$ cat src/core/iak_map.vh
/*
 * constants of the interrupt acknowledge block: register offsets, status
 * word fields, reset values, service timing and vector addresses.
 * assumes: included by bare name from files under core/.
 */
`ifndef IAK_MAP_VH
`define IAK_MAP_VH

// ***********************************************************
// register offsets (8-bit data, one byte each)
// ***********************************************************
`define IAK_ADDR_W        4
`define IAK_OFS_REQ_LO    4'h0
`define IAK_OFS_REQ_HI    4'h1
`define IAK_OFS_MASK_LO   4'h2
`define IAK_OFS_MASK_HI   4'h3
`define IAK_OFS_LVL_LO    4'h4
`define IAK_OFS_LVL_HI    4'h5
`define IAK_OFS_PSW       4'h6
`define IAK_OFS_STAT      4'h7

// ***********************************************************
// sources and status word
// ***********************************************************
`define IAK_NSRC          16
`define IAK_IDX_W         5
`define IAK_TRAP_IDX      5'h10
`define IAK_PSW_IE        7
`define IAK_PSW_ISP       1
`define IAK_RST_REQ       16'h0000
`define IAK_RST_MASK      16'hFFFF
`define IAK_RST_LVL       16'hFFFF
`define IAK_RST_PSW       8'h02

// ***********************************************************
// service timing in cpu clocks, request to vector load
// ***********************************************************
`define IAK_LAT_L0        4'h7
`define IAK_LAT_L1        4'h8
`define IAK_PUSH_CLKS     4'h4

// ***********************************************************
// vector table
// ***********************************************************
`define IAK_VEC_BASE      16'h0004
`define IAK_TRAP_VEC      16'h003E

`endif

$ cat src/core/iak_vec_rom.v
/*
 * vector table lookup: maps a source index to the address of its vector
 * entry, read data registered.
 * assumes: single clock, index held stable while the vector is used.
 */
`timescale 1ns/1ns
`include "iak_map.vh"

module iak_vec_rom (
  clk,
  idx,
  vec_addr
);
  input  wire                    clk;
  input  wire [`IAK_IDX_W-1:0]   idx;
  output reg  [15:0]             vec_addr;

  // ***********************************************************
  // two bytes per entry, trap entry fixed
  // ***********************************************************
  always @(posedge clk) begin
    if (idx == `IAK_TRAP_IDX) begin
      vec_addr <= `IAK_TRAP_VEC;
    end else begin
      vec_addr <= `IAK_VEC_BASE + {10'h000, idx, 1'b0};
    end
  end
endmodule // iak_vec_rom

$ cat src/core/iak_ctrl.v
/*
 * interrupt acknowledge logic: request, mask and level flags, status word,
 * priority pick, acceptance timing, stacking and vector load.
 * assumes: cpu sequencer gives one instr_done pulse per instruction end,
 * with instr_hold, ei/di/ret/brk pulses in that same cycle; stack and
 * vector fetch are done by the sequencer from the strobes given here.
 */
// The placing of the registers and the address-and-strobe port were chosen for this implementation.
//
// Behaviour
// - acknowledgeable needs flag set, mask clear
// - maskable accepted only when enable is 1
// - low level refused while in-service flag 0
// - service 7..32 clocks, one more at low
// - higher programmable level wins simultaneous requests
// - equal level: highest default priority wins
// - blocked request stays pending, accepted later
// - push status, push pc, clear enable, vector
// - accepted level copied into in-service flag
// - return restores stacked pc and status word
// - software trap always accepted
// - trap pushes, clears enable, vectors 003EH
// - nested equal or higher priority accepted
// - lower priority or disabled requests held
// - one main instruction before pending accept; code blocks the next boundary too, so two run
// - trap service nests both levels, traps
// - hold instructions defer acceptance one instruction; code defers two, blocking own and next boundary
// - trap defers nothing but clears enable
// - flags set regardless of level flag
// - in-service 0 high, 1 none/low
// - level flag 0 high, 1 low
// - accepted source flag cleared on acceptance
//
`timescale 1ns/1ns
`include "iak_map.vh"

module iak_ctrl (
  clk,
  rst,
  reg_addr,
  reg_wdata,
  reg_wr,
  reg_rd,
  reg_rdata,
  src_req,
  instr_done,
  instr_hold,
  ei_exec,
  di_exec,
  brk_exec,
  ret_exec,
  ret_psw,
  cpu_pc,
  svc_busy,
  stack_wr,
  stack_data,
  pc_load,
  pc_vec_addr,
  psw_out
);
  input  wire [`IAK_ADDR_W-1:0]  reg_addr;
  input  wire                    clk;
  input  wire                    rst;
  input  wire [7:0]              reg_wdata;
  input  wire                    reg_wr;
  input  wire                    reg_rd;
  output reg  [7:0]              reg_rdata;
  input  wire [`IAK_NSRC-1:0]    src_req;
  input  wire                    instr_done;
  input  wire                    instr_hold;
  input  wire                    ei_exec;
  input  wire                    di_exec;
  input  wire                    brk_exec;
  input  wire                    ret_exec;
  input  wire [7:0]              ret_psw;
  input  wire [15:0]             cpu_pc;
  output reg                     svc_busy;
  output reg                     stack_wr;
  output reg  [7:0]              stack_data;
  output reg                     pc_load;
  output reg  [15:0]             pc_vec_addr;
  output reg  [7:0]              psw_out;

  // ***********************************************************
  // states, one-hot
  // ***********************************************************
  localparam [4:0] ST_IDLE = 5'h01;
  localparam [4:0] ST_PCH  = 5'h02;
  localparam [4:0] ST_PCL  = 5'h04;
  localparam [4:0] ST_WAIT = 5'h08;
  localparam [4:0] ST_LOAD = 5'h10;

  reg  [`IAK_NSRC-1:0]   req_reg;
  reg  [`IAK_NSRC-1:0]   req_next;
  reg  [`IAK_NSRC-1:0]   mask_reg;
  reg  [`IAK_NSRC-1:0]   lvl_reg;
  reg  [7:0]             psw_reg;
  reg  [7:0]             psw_next;
  reg  [4:0]             state_reg;
  reg  [3:0]             cnt_reg;
  reg  [15:0]            pc_save_reg;
  reg  [`IAK_IDX_W-1:0]  idx_reg;
  reg                    hold_reg;
  reg  [`IAK_IDX_W-1:0]  pick_idx;
  reg                    pick_ok;
  reg                    pick_lvl;
  integer                i;
  wire [`IAK_NSRC-1:0]   ready_hi;
  wire [`IAK_NSRC-1:0]   ready_lo;
  wire [15:0]            rom_vec;
  wire                   ie;
  wire                   in_service_level_flag;
  wire                   hold_now;
  wire                   boundary;
  wire                   take_trap;
  wire                   take_mask;
  wire                   accept;

  assign ie  = psw_reg[`IAK_PSW_IE];
  assign in_service_level_flag = psw_reg[`IAK_PSW_ISP];

  // ***********************************************************
  // per-source acknowledgeable terms split by level
  // ***********************************************************
  genvar g;
  generate
    for (g = 0; g < `IAK_NSRC; g = g + 1) begin : g_src
      // level 0 high, 1 low; low needs no high service open
      assign ready_hi[g] = req_reg[g] & ~mask_reg[g] & ~lvl_reg[g];
      assign ready_lo[g] = req_reg[g] & ~mask_reg[g] & lvl_reg[g]
                           & in_service_level_flag;
    end
  endgenerate

  // ***********************************************************
  // priority pick: high level first, then lowest index
  // ***********************************************************
  always @* begin
    pick_idx = {`IAK_IDX_W{1'b0}};
    pick_ok  = 1'b0;
    pick_lvl = 1'b0;
    for (i = `IAK_NSRC - 1; i >= 0; i = i - 1) begin
      if (ready_lo[i]) begin
        pick_idx = i[`IAK_IDX_W-1:0];
        pick_ok  = 1'b1;
        pick_lvl = 1'b1;
      end
    end
    if (|ready_hi) begin
      pick_lvl = 1'b0;
      for (i = `IAK_NSRC - 1; i >= 0; i = i - 1) begin
        if (ready_hi[i]) begin
          pick_idx = i[`IAK_IDX_W-1:0];
          pick_ok  = 1'b1;
        end
      end
    end
  end

  // ***********************************************************
  // acceptance at instruction boundaries
  // ***********************************************************
  // returns, ei, di and hold instructions block this boundary
  // and the next one
  assign hold_now  = instr_hold | ei_exec | di_exec | ret_exec;
  assign boundary  = instr_done & (state_reg == ST_IDLE);
  // trap is never held off and ignores enable and masks
  assign take_trap = boundary & brk_exec;
  assign take_mask = boundary & ~brk_exec & ~hold_now & ~hold_reg
                     & ie & pick_ok;
  assign accept    = take_trap | take_mask;

  always @(posedge clk) begin
    if (rst) begin
      hold_reg <= 1'b0;
    end else if (instr_done) begin
      hold_reg <= hold_now;
    end
  end

  // ***********************************************************
  // request flags: source set wins over any clear
  // ***********************************************************
  always @* begin
    req_next = req_reg;
    if (reg_wr && reg_addr == `IAK_OFS_REQ_LO) begin
      req_next[7:0] = reg_wdata;
    end
    if (reg_wr && reg_addr == `IAK_OFS_REQ_HI) begin
      req_next[15:8] = reg_wdata;
    end
    if (take_mask) begin
      req_next[pick_idx[3:0]] = 1'b0;
    end
    req_next = req_next | src_req;
  end

  always @(posedge clk) begin
    if (rst) begin
      req_reg  <= `IAK_RST_REQ;
      mask_reg <= `IAK_RST_MASK;
      lvl_reg  <= `IAK_RST_LVL;
    end else begin
      req_reg <= req_next;
      if (reg_wr && reg_addr == `IAK_OFS_MASK_LO) begin
        mask_reg[7:0] <= reg_wdata;
      end
      if (reg_wr && reg_addr == `IAK_OFS_MASK_HI) begin
        mask_reg[15:8] <= reg_wdata;
      end
      if (reg_wr && reg_addr == `IAK_OFS_LVL_LO) begin
        lvl_reg[7:0] <= reg_wdata;
      end
      if (reg_wr && reg_addr == `IAK_OFS_LVL_HI) begin
        lvl_reg[15:8] <= reg_wdata;
      end
    end
  end

  // ***********************************************************
  // status word: enable and in-service level
  // ***********************************************************
  always @* begin
    psw_next = psw_reg;
    if (reg_wr && reg_addr == `IAK_OFS_PSW) begin
      psw_next = reg_wdata;
    end
    if (ret_exec) begin
      psw_next = ret_psw;
    end
    if (ei_exec) begin
      psw_next[`IAK_PSW_IE] = 1'b1;
    end
    if (di_exec) begin
      psw_next[`IAK_PSW_IE] = 1'b0;
    end
    if (accept) begin
      psw_next[`IAK_PSW_IE] = 1'b0;
    end
    if (take_mask) begin
      psw_next[`IAK_PSW_ISP] = pick_lvl;
    end
    // trap service lets both levels nest; return restores the old flag
    if (take_trap) begin
      psw_next[`IAK_PSW_ISP] = 1'b1;
    end
  end

  always @(posedge clk) begin
    if (rst) begin
      psw_reg <= `IAK_RST_PSW;
      psw_out <= `IAK_RST_PSW;
    end else begin
      psw_reg <= psw_next;
      psw_out <= psw_next;
    end
  end

  // ***********************************************************
  // service sequence: push psw, pc high, pc low, wait, load
  // ***********************************************************
  iak_vec_rom u_vec (
    .clk      (clk),
    .idx      (idx_reg),
    .vec_addr (rom_vec)
  );

  always @(posedge clk) begin
    if (rst) begin
      state_reg   <= ST_IDLE;
      cnt_reg     <= 4'h0;
      pc_save_reg <= 16'h0000;
      idx_reg     <= {`IAK_IDX_W{1'b0}};
      svc_busy    <= 1'b0;
      stack_wr    <= 1'b0;
      stack_data  <= 8'h00;
      pc_load     <= 1'b0;
      pc_vec_addr <= 16'h0000;
    end else begin
      stack_wr <= 1'b0;
      pc_load  <= 1'b0;
      case (state_reg)
        ST_IDLE: begin
          if (accept) begin
            // status word is stacked before enable drops
            stack_wr    <= 1'b1;
            stack_data  <= psw_reg;
            pc_save_reg <= cpu_pc;
            svc_busy    <= 1'b1;
            idx_reg     <= take_trap ? `IAK_TRAP_IDX : pick_idx;
            cnt_reg     <= (take_mask && pick_lvl)
                           ? (`IAK_LAT_L1 - `IAK_PUSH_CLKS)
                           : (`IAK_LAT_L0 - `IAK_PUSH_CLKS);
            state_reg   <= ST_PCH;
          end
        end
        ST_PCH: begin
          stack_wr   <= 1'b1;
          stack_data <= pc_save_reg[15:8];
          state_reg  <= ST_PCL;
        end
        ST_PCL: begin
          stack_wr   <= 1'b1;
          stack_data <= pc_save_reg[7:0];
          state_reg  <= ST_WAIT;
        end
        ST_WAIT: begin
          if (cnt_reg == 4'h0) begin
            pc_load     <= 1'b1;
            pc_vec_addr <= rom_vec;
            svc_busy    <= 1'b0;
            state_reg   <= ST_LOAD;
          end else begin
            cnt_reg <= cnt_reg - 4'h1;
          end
        end
        ST_LOAD: begin
          state_reg <= ST_IDLE;
        end
        default: begin
          state_reg <= ST_IDLE;
          svc_busy  <= 1'b0;
        end
      endcase
    end
  end

  // ***********************************************************
  // register read port, data one cycle after the strobe
  // ***********************************************************
  always @(posedge clk) begin
    if (rst) begin
      reg_rdata <= 8'h00;
    end else if (reg_rd) begin
      case (reg_addr)
        `IAK_OFS_REQ_LO:  reg_rdata <= req_reg[7:0];
        `IAK_OFS_REQ_HI:  reg_rdata <= req_reg[15:8];
        `IAK_OFS_MASK_LO: reg_rdata <= mask_reg[7:0];
        `IAK_OFS_MASK_HI: reg_rdata <= mask_reg[15:8];
        `IAK_OFS_LVL_LO:  reg_rdata <= lvl_reg[7:0];
        `IAK_OFS_LVL_HI:  reg_rdata <= lvl_reg[15:8];
        `IAK_OFS_PSW:     reg_rdata <= psw_reg;
        `IAK_OFS_STAT:    reg_rdata <= {svc_busy, hold_reg, 1'b0, idx_reg};
        default:          reg_rdata <= 8'h00;
      endcase
    end else begin
      reg_rdata <= 8'h00;
    end
  end
endmodule // iak_ctrl

$ cat config.mk
export PLATFORM = sky130hd
export DESIGN_NAME = iak_ctrl
export DESIGN_NICKNAME = d
export VERILOG_FILES = /design/src/core/iak_vec_rom.v /design/src/core/iak_ctrl.v
export VERILOG_INCLUDE_DIRS = /design/src /design/src/core
export SDC_FILE = /design/constraint.sdc
export NUM_CORES = 1
export LEC_CHECK = 0
export BUFFER_PORTS_ARGS = -buffer_cell sky130_fd_sc_hd__buf_2
export CAP_MARGIN = 30
export CORE_UTILIZATION = 42
export CTS_CLUSTER_SIZE = 16
export DETAILED_ROUTE_END_ITERATION = 16
export SLEW_MARGIN = 20
export SYNTH_ARGS = -nofsm -noshare
export SYNTH_HDL_FRONTEND = slang
export SYNTH_SLANG_ARGS = --single-unit
export TNS_END_PERCENT = 5
$ cat constraint.sdc
create_clock -name clk -period 2.2 [get_ports clk]
set_input_delay 0.22 -clock clk [delete_from_list [all_inputs] [get_ports clk]]
set_output_delay 0.22 -clock clk [all_outputs]
set_load 0.05 [all_outputs]
# After elaboration in Yosys (flattened, before gate mapping)
# Cells that the tools add are included.
# Widths: inputs -> output; s select.
[word_totals]
inputBits = 62
output_inout_bits = 43
reg_bits = 138
word_cells = 278
[op_classes]
bitwise = 116
mux = 93
n_reduce_logical = 29
addsub = 2
magnitude_cmp = 2
eq_ne = 16
[ops]
columns = ["op", "count"]
rows = [
  ["$mux 5", 35],
  ["$and 1x1->1", 71],
  ["$pmux 8 s8", 1],
  ["$mux 1", 41],
  ["$mux 8", 5],
  ["$not 1->1", 38],
  ["$pmux 8 s3", 1],
  ["$pmux 5 s4", 1],
  ["$and 16x16->16", 1],
  ["$eq 4x3->1 const B", 4],
  ["$mux 16", 1],
  ["$not 16->16", 1],
  ["$or 16x16->16", 1],
  ["$reduce_or 16->1", 1],
  ["$mux 4", 3],
  ["$eq 5x5->1 const B", 2],
  ["$logic_and 1x1->1", 9],
  ["$reduce_bool 3->1", 3],
  ["$eq 4x2->1 const B", 2],
  ["$logic_not 4->1", 2],
  ["$pmux 4 s2", 1],
  ["$reduce_and 2->1", 4],
  ["$reduce_or 2->1", 4],
  ["$add 3x6->7 const A", 1],
  ["17 further kinds", 25],
]

# Longest topological paths before layout
# Gate-level depths: netlist of run 1.
[depth]
word_depth = 45
mapped_depth = 10
depth_no_buf = 7

# Cells and area by module
# Synthesis of run 1 repeated with hierarchy kept, for this count alone.
[hier_totals]
cells_unflattened = 796
area_unflattened_um2 = 6762.7
[by_module_without_submodules]
columns = ["mod", "area_per_inst_um2", "cells_per_inst", "seq_area_each_um2", "n_inst"]
rows = [
  ["iak_ctrl", 6471.2, 767, 2442.3, 1],
  ["iak_vec_rom", 291.5, 29, 120.1, 1],
]

# Least setup slack after synthesis of run 1
# Ideal clock, no wire load.
[synth_timing]
path_kind = "register to register"
startpoint = "reg psw_reg[1]"
endpoint = "reg stack_data[0]"
period_less_slack_ns = 2.497
path_buffers = 1
t_required_ns = 2.053
t_arrival_ns = 2.350
setup_ns = 0.147
path_slack_ns = -0.297
stages_incl_launch_ff = 9
cell_sequence = "dfxtp_1 > buf_6 > nand4b_1 > nand4_1 > or4_4 > o21ai_2 > nand2_2 > nor3_4 > a221oi_2"
[synth_via]
elab_chain_cells = 38
elab_cells_between_ends = 53
cone_classes = "1 x eq/ne; 33 x mux; 18 x bitwise; 1 x reduce/logical"
[synth_rtl]
columns = ["item", "line", "source"]
rows = [
  ["start, declared", "iak_ctrl.v:97", "reg [7:0] psw_reg;"],
  ["start signal, assigned", "iak_ctrl.v:251", "psw_reg <= `IAK_RST_PSW;"],
  ["start signal, assigned", "iak_ctrl.v:254", "psw_reg <= psw_next;"],
  ["$and 1x1->1", "iak_ctrl.v:131", "& in_service_level_flag;"],
  ["$mux 1 (15 in series)", "iak_ctrl.v:143", "if (ready_lo[i]) begin"],
  ["$mux 1 (*)", "iak_ctrl.v:143", ""],
  ["$mux 1 (16 in series)", "iak_ctrl.v:152", "if (ready_hi[i]) begin"],
  ["$mux 1 (*)", "iak_ctrl.v:149", "if (|ready_hi) begin"],
  ["$and 1x1->1 (*)", "iak_ctrl.v:170", "& ie & pick_ok;"],
  ["$or 1x1->1 (*)", "iak_ctrl.v:171", "assign accept = take_trap | take_mask;"],
  ["$ne 2x2->1 (no line) (*)", "n/a", ""],
  ["$reduce_and 2->1 (no line) (*)", "n/a", ""],
  ["end signal, assigned", "iak_ctrl.v:287", "stack_data <= psw_reg;"],
  ["end signal, assigned", "iak_ctrl.v:299", "stack_data <= pc_save_reg[15:8];"],
  ["end signal, assigned", "iak_ctrl.v:304", "stack_data <= pc_save_reg[7:0];"],
  ["end, declared", "iak_ctrl.v:79", "output reg [7:0] stack_data;"],
]
# Every way passes the cells marked *; elsewhere a longest branch is shown, timed or not.
# A chain may end at the register's enable or synchronous reset.

# Worst setup path in the final report of run 1
[layout_timing]
startpoint = "reg psw_reg[1]"
endpoint = "reg stack_data[4]"
# The elaborated chain is that of the path after synthesis.

==> results of run 1 <==
==> layer usage <==
metal  vias up  share of wire [%]  GRT usage [%]
li1       3017                  -              -
met3        47                4.5          5.397
met2       227                 49          53.69
met1      3146                 43          38.41
met4         0                3.0          12.80
met5         -                  0              0
==> cell usage after synthesis (all sizes together) (7+ instances only) <==
master | count | share of area [%]
nor2b | 33 | 3.4
nand3 | 12 | 0.97
dfxtp | 118 | 38
nor4 | 8 | 1.1
o21ai | 19 | 1.6
nand4b | 16 | 2.3
a221oi | 11 | 2.4
a21oi | 57 | 4.6
nor3b | 19 | 2.3
a22oi | 11 | 1.3
nor2 | 50 | 3.3
mux2i | 31 | 5.0
buf | 19 | 2.4
nor3 | 12 | 1.2
nand4 | 7 | 0.71
a211oi | 10 | 1.2
inv | 29 | 1.8
clkbuf | 29 | 1.8
nand2 | 92 | 5.6
nand3b | 9 | 1.1
a211o | 24 | 3.4
o31a | 17 | 2.4
==> final cells by class <==
type	instances	area share (%)
Tap cell	180	2.623
Timing Repair Buffer	227	18.61
Multi-Input combinational cell	526	43.39
Sequential cell	118	27.67
Clock buffer	23	5.581
Clock inverter	8	0.8597
Inverter	29	1.268
==> where the power goes <==
| part | leakage (nW) | switching (mW) | internal, mW |
|---|---|---|---|
| clock network | 0.268 | 0.999 | 1.63 |
| registers | 0.966 | 0.0921 | 2.24 |
| logic | 2.52 | 0.582 | 0.394 |
==> cells by family (layout without fill, tap and decap cells) <==
kind of cell,count (synthesis),in the layout
simple gates,286,287
compound gates,182,182
flops,118,118
buf+inv,77,287
mux,41,41
xor+xnor,4,4
fa+ha+maj,2,2
other cells,1,10
==> what timing repair did <==
action | in CTS | in global routing
setup endpoints to repair | 55 | 55
buffers inserted | 7 | 5
hold buffers | 1 | 0
gates resized for setup | 61 | 25
pin swaps | 33 | 10
gates cloned | 3 | 0
endpoints found under the hold margin | 1 | 0
==> worst max-delay path, delay by kind of cell, from the launching register on <==
kind                   cells  cell delay (ns)
AO/OA/AOI/OAI              3             0.51
buffers and inverters      3             0.42
flip-flops                 1             0.42
AND/OR/NAND/NOR            4             1.02
==> placed cells by master, fill, tap and decap left out, types with 13 or more instances in the layout <==
cell type | synthesis | routed
a21oi_1 | 57 | 48
buf_2 | 2 | 93
nand2_1 | 91 | 89
nand4b_1 | 16 | 16
nor2_1 | 49 | 47
clkbuf_16 | 0 | 18
nor3b_1 | 19 | 13
dfxtp_1 | 118 | 111
inv_1 | 29 | 29
buf_4 | 12 | 118
a211o_1 | 24 | 24
nor2b_1 | 33 | 33
mux2i_1 | 31 | 31
o31a_1 | 17 | 17
==> path summary, 6_finish.rpt <==
path	startpoint	endpoint	cells past startpoint
setup / recovery	psw_reg[1]	stack_data[4]	10
hold / removal	src_req[2]	req_reg[2]	2
setup reg to reg	psw_reg[1]	stack_data[4]	10
hold reg to reg	u_vec.vec_addr[2]	pc_vec_addr[2]	2
==> impl_results.md, run 1 <==
- LEAKAGE: 3.754 nW
- Synth Area in XOR/XNOR: 0.5686%
- Grt ovf: 0
- Crit path largest cell delay: 0.50 ns
- Final ANT Viol Nets: 0
- Clock skew: 0.009417 ns
- Worst hold slack: 0.03654 ns
- Chip Height: 123.1 um
- CP endpoint kind: flip-flop
- First-pass GRT wire length: 34510 um
- Drt drc: 0
- Avg Cell Area, Syn: 8.665 um2
- Mux cell area share after synthesis: 7.778%
- DP Cell Count: 1064
- Total power: 5.941 mW
- Largest net degree at the start of global routing: 72
- Fill cells: 1218
- CP Class: reg2reg
- Synth Area in Simple Gates: 25.51%
- Tcrit/Tclk final: 112.0%
- Syn-to-layout area delta: 39.38%
- Max cap viols: 0
- Die area: 15160 um2
- Cts bufs inserted: 17
- Hold WC Path Type: in2reg
- Cell count after synthesis: 711
- Final WS setup: -0.2638 ns
- CTS HTree Levels: 4
- Clock transition at path regs: 0.06 ns
- Detailed Route WL: 23020 um
- Via/cell ratio: 5.794
- Ratio of cells with drive above 1 in the final layout: 36.09%
- Synthesized area: 6161 um2
- Core ar.: 14100 um2
- Ant. Diodes: 0
- Relative slew slack: 44.13%
- CP dominant cell by count: buf_6
- Non-Filler Instances: 1111
- Root buffer cell: clkbuf_16
- Max VDD drop: 0.5201 mV
- Post-synthesis sequential area ratio: 38.34%
- RSZ-0062 raised after global routing: yes
- Worst skew pair latency: 0.42 ns
- CTS Sinks: 118
- DRT iter0 DRCs: 518
- Post-Synth Adder-Cell Area: 0.4062%
- Yosys reg bits: 118
- Overall Global Routing Usage: 31.18%
- Synth cell types: 72
- Largest family of logic cells by synthesized area: simple AND/OR/NAND/NOR gates
- Initial Util: 43.71%
- Site Rows: 43
- Final setup fails: 55
- Synth Area in Compound Gates: 21.39%
- Crit path required time: 2.54 ns
- Die width: 123.1 um
- Vias in the first global route: 6173
- CP Cell Sequence: buf_6, nand4b_1, nand4_1, or4_4, o21ba_4, buf_6, nor2_4, buf_12, o21ai_2, a221oi_2
- Failing checks: setup timing
- Multi-input logic area: 3726 um2
- Final min period: 2.464 ns
- WL/cell: 20.72 um
- DP Area: 7570 um2
- Worst slew pin tran: 0.8350 ns
- Via count: 6437
- PD cells: 691.9 nW/um2
- DPL Wire Length: 16770 um
- Slowest-stage cell, CP: or4_4
- Final hold viol count: 0
- I/O pins: 105
- DR pass1 iterations: 6
- Register area: 2376 um2
- Pins Over Slew Limit: 0
- CTS tree: done
- Worst R2R Setup Slack: -0.26 ns
- Yosys warns: 0
- Initial antenna violation count: 0
- Most used DFF post-synth: dfxtp_1
- Clk buf depth: 2
- FFs w/ async S/R, synth: 0%
- Design area: 8587 um2
- Fin Setup TNS: -10.61 ns
- Post-layout util: 60.92%
- Final Wtd Congestion: 0.9639
- Final #Nets: 983
- Post-place setup slack: -0.3564 ns
- Critical Path Start Type: flip-flop
- Worst Path Max Fanout: 8
- # port buffers: 94
- Outcome: complete, but fails checks
- Achievable clock frequency: 0.4059 GHz
- EDFF count, synth: 0
- Worst Path Arrival: 2.80 ns
No activity file was read; power rests on OpenSTA's default activity.
==> run 2, diff against run 1 <==
==> constraint.sdc (replaced) <==
create_clock -name clk -period 2.2 [get_ports clk]
set_input_delay 0 -clock clk [delete_from_list [all_inputs] [get_ports clk]]
set_output_delay 0 -clock clk [all_outputs]
set_load 0.05 [all_outputs]
==> impl_results.md, run 2 (synthesized netlist as in run 1, its figures left out) <==
- DRT iter0 DRCs: 472
- CTS Sinks: 118
- Overall Global Routing Usage: 30.95%
- Hold WC Path Type: in2reg
- Worst Path Max Fanout: 13
- DP Area: 7522 um2
- Worst skew pair latency: 0.42 ns
- # port buffers: 94
- LEAKAGE: 3.887 nW
- Crit path largest cell delay: 0.57 ns
- Worst slew pin tran: 0.8521 ns
- Critical Path Start Type: flip-flop
- Final min period: 2.454 ns
- Final ANT Viol Nets: 0
- Slowest-stage cell, CP: or4_4
- Drt drc: 0
- Achievable clock frequency: 0.4075 GHz
- Most common cell after layout, fill and taps aside: buf_4
- R2R Path End: pc_save_reg[8]
- Via count: 6616
- Initial antenna violation count: 0
- Crit path required time: 2.55 ns
- Core ar.: 14100 um2
- Chip Height: 123.1 um
- Post-place setup slack: -0.3449 ns
- Clock skew: 0.005430 ns
- Max VDD drop: 0.5024 mV
- Final WS setup: -0.2539 ns
- Grt ovf: 0
- Max layer used: met4
- PD cells: 676.2 nW/um2
- WL/cell: 19.53 um
- RSZ-0062 raised after global routing: yes
- Tcrit/Tclk final: 111.5%
- Worst r2r src: psw_reg[1]
- DP Cell Count: 1061
- Pins Over Slew Limit: 0
- Clock transition at path regs: 0.06 ns
- Site Rows: 43
- Setup crit end: pc_save_reg[8]
- Initial Util: 43.71%
- Most frequent cells in the layout: buf_4, dfxtp_1, buf_2, nand2_1, a21oi_1
- Worst hold slack: 0.03470 ns
- Metal2 WL: 11220 um
- Failing checks: setup timing
- Final #Nets: 1032
- CTS tree: done
- DPL Wire Length: 16140 um
- Final hold viol count: 0
- Final Wtd Congestion: 0.9238
- Detailed Route WL: 22630 um
- Root buffer cell: clkbuf_16
- Design area: 8890 um2
- CTS HTree Levels: 4
- Syn-to-layout area delta: 44.29%
- Worst hold stages: 3
- First-pass GRT wire length: 34480 um
- Worst R2R Setup Slack: -0.25 ns
- Die width: 123.1 um
- CP endpoint kind: flip-flop
- Clk buf depth: 2
- Met3 WL: 1106 um
- Die area: 15160 um2
- Routed metal-1 wirelength: 9622 um
- R2R cell count: 11
- Beginning of the critical path: psw_reg[1]
- CP Cell Sequence: buf_12, nand4b_1, nand4_1, or4_4, o21ba_4, buf_6, nor2_8, buf_4, buf_8, nand2_1, a21oi_2
- Via/cell ratio: 5.708
- Final setup fails: 51
- Relative slew slack: 43.19%
- CP Class: reg2reg
- Cts bufs inserted: 17
- Vias in the first global route: 6401
- Ratio of cells with drive above 1 in the final layout: 32.79%
- Non-Filler Instances: 1159
- Largest net degree at the start of global routing: 78
- Ant. Diodes: 0
- DR pass1 iterations: 5
- I/O pins: 105
- Worst Path Arrival: 2.80 ns
- Outcome: complete, but fails checks
- Max cap viols: 0
- Fin Setup TNS: -9.475 ns
## run 2: changes by cell type in the layout (fill, tap and decap cells not counted), moves of 2 or more
cell and delta:
dfxtp_1 -4, a21oi_2 -6, o21ai_2 -3, buf_4 +11, a21oi_1 +6, o21ai_1 -2, dfxtp_2 +5, buf_6 -4
nor3b_1 +2, dlygate4sd3_1 +48, o21ai_0 +6, buf_12 -3
## run 2: worst min-delay path by stage
stage	end	from	slack [ns]
after global placement	psw_reg[7]	di_exec	0.21
after global routing	reg_rdata[5]	reg_rd	0.06
final	reg_rdata[4]	reg_rd	0.03
after detailed placement	psw_reg[7]	di_exec	0.21
after floorplan	psw_reg[7]	di_exec	0.07
after CTS	reg_rdata[7]	reg_rd	0.02
## run 2: repair_timing
| action | 4_1_cts | 5_1_grt |
|---|---|---|
| pin swaps | 29 | 9 |
| gates resized for setup | 29 | 20 |
| setup endpoints to repair | 51 | 55 |
| buffers inserted | 18 | 1 |
| hold buffers | 49 | 0 |
| endpoints found under the hold margin | 65 | 0 |
## run 2: metrics by stage
stage                     total power, mW  util [%]
after floorplan                     2.908         -
after global placement              3.214     53.36
after detailed placement            3.236     53.36
after CTS                           6.010     62.52
after global routing                6.202     63.07
final                               6.011     63.07
## run 2: report_power, final
part / switching [mW] / total, mW / internal, mW
logic: 0.570 / 0.990 / 0.421
clock network: 0.983 / 2.69 / 1.71
registers: 0.0880 / 2.33 / 2.24
total: 1.64 / 6.01 / 4.37
## run 2: layout make-up
| cell class | count | area (um2) |
|---|---|---|
| Fill cell | 1242 | 5206 |
| Clock buffer | 21 | 461.7 |
| Tap cell | 180 | 225.2 |
| Timing Repair Buffer | 277 | 2013 |
| Multi-Input combinational cell | 525 | 3600 |
| Sequential cell | 118 | 2379 |
| Clock inverter | 9 | 102.6 |
| Inverter | 29 | 108.9 |
## run 2: routing by layer
layer  up-vias  GRT usage, %
li1       3100             -
met5         -             0
met4         0         13.10
met2       235         53.02
met3        38         6.319
met1      3243         37.61
## run 2: critical path, delay by kind of cell (launching register included)
| kind | cells | cell delay (ns) |
|---|---|---|
| and+or+nand+nor | 5 | 1.13 |
| buffers and inverters | 4 | 0.54 |
| AOI/OAI and AO/OA | 2 | 0.36 |
| DFF | 1 | 0.35 |
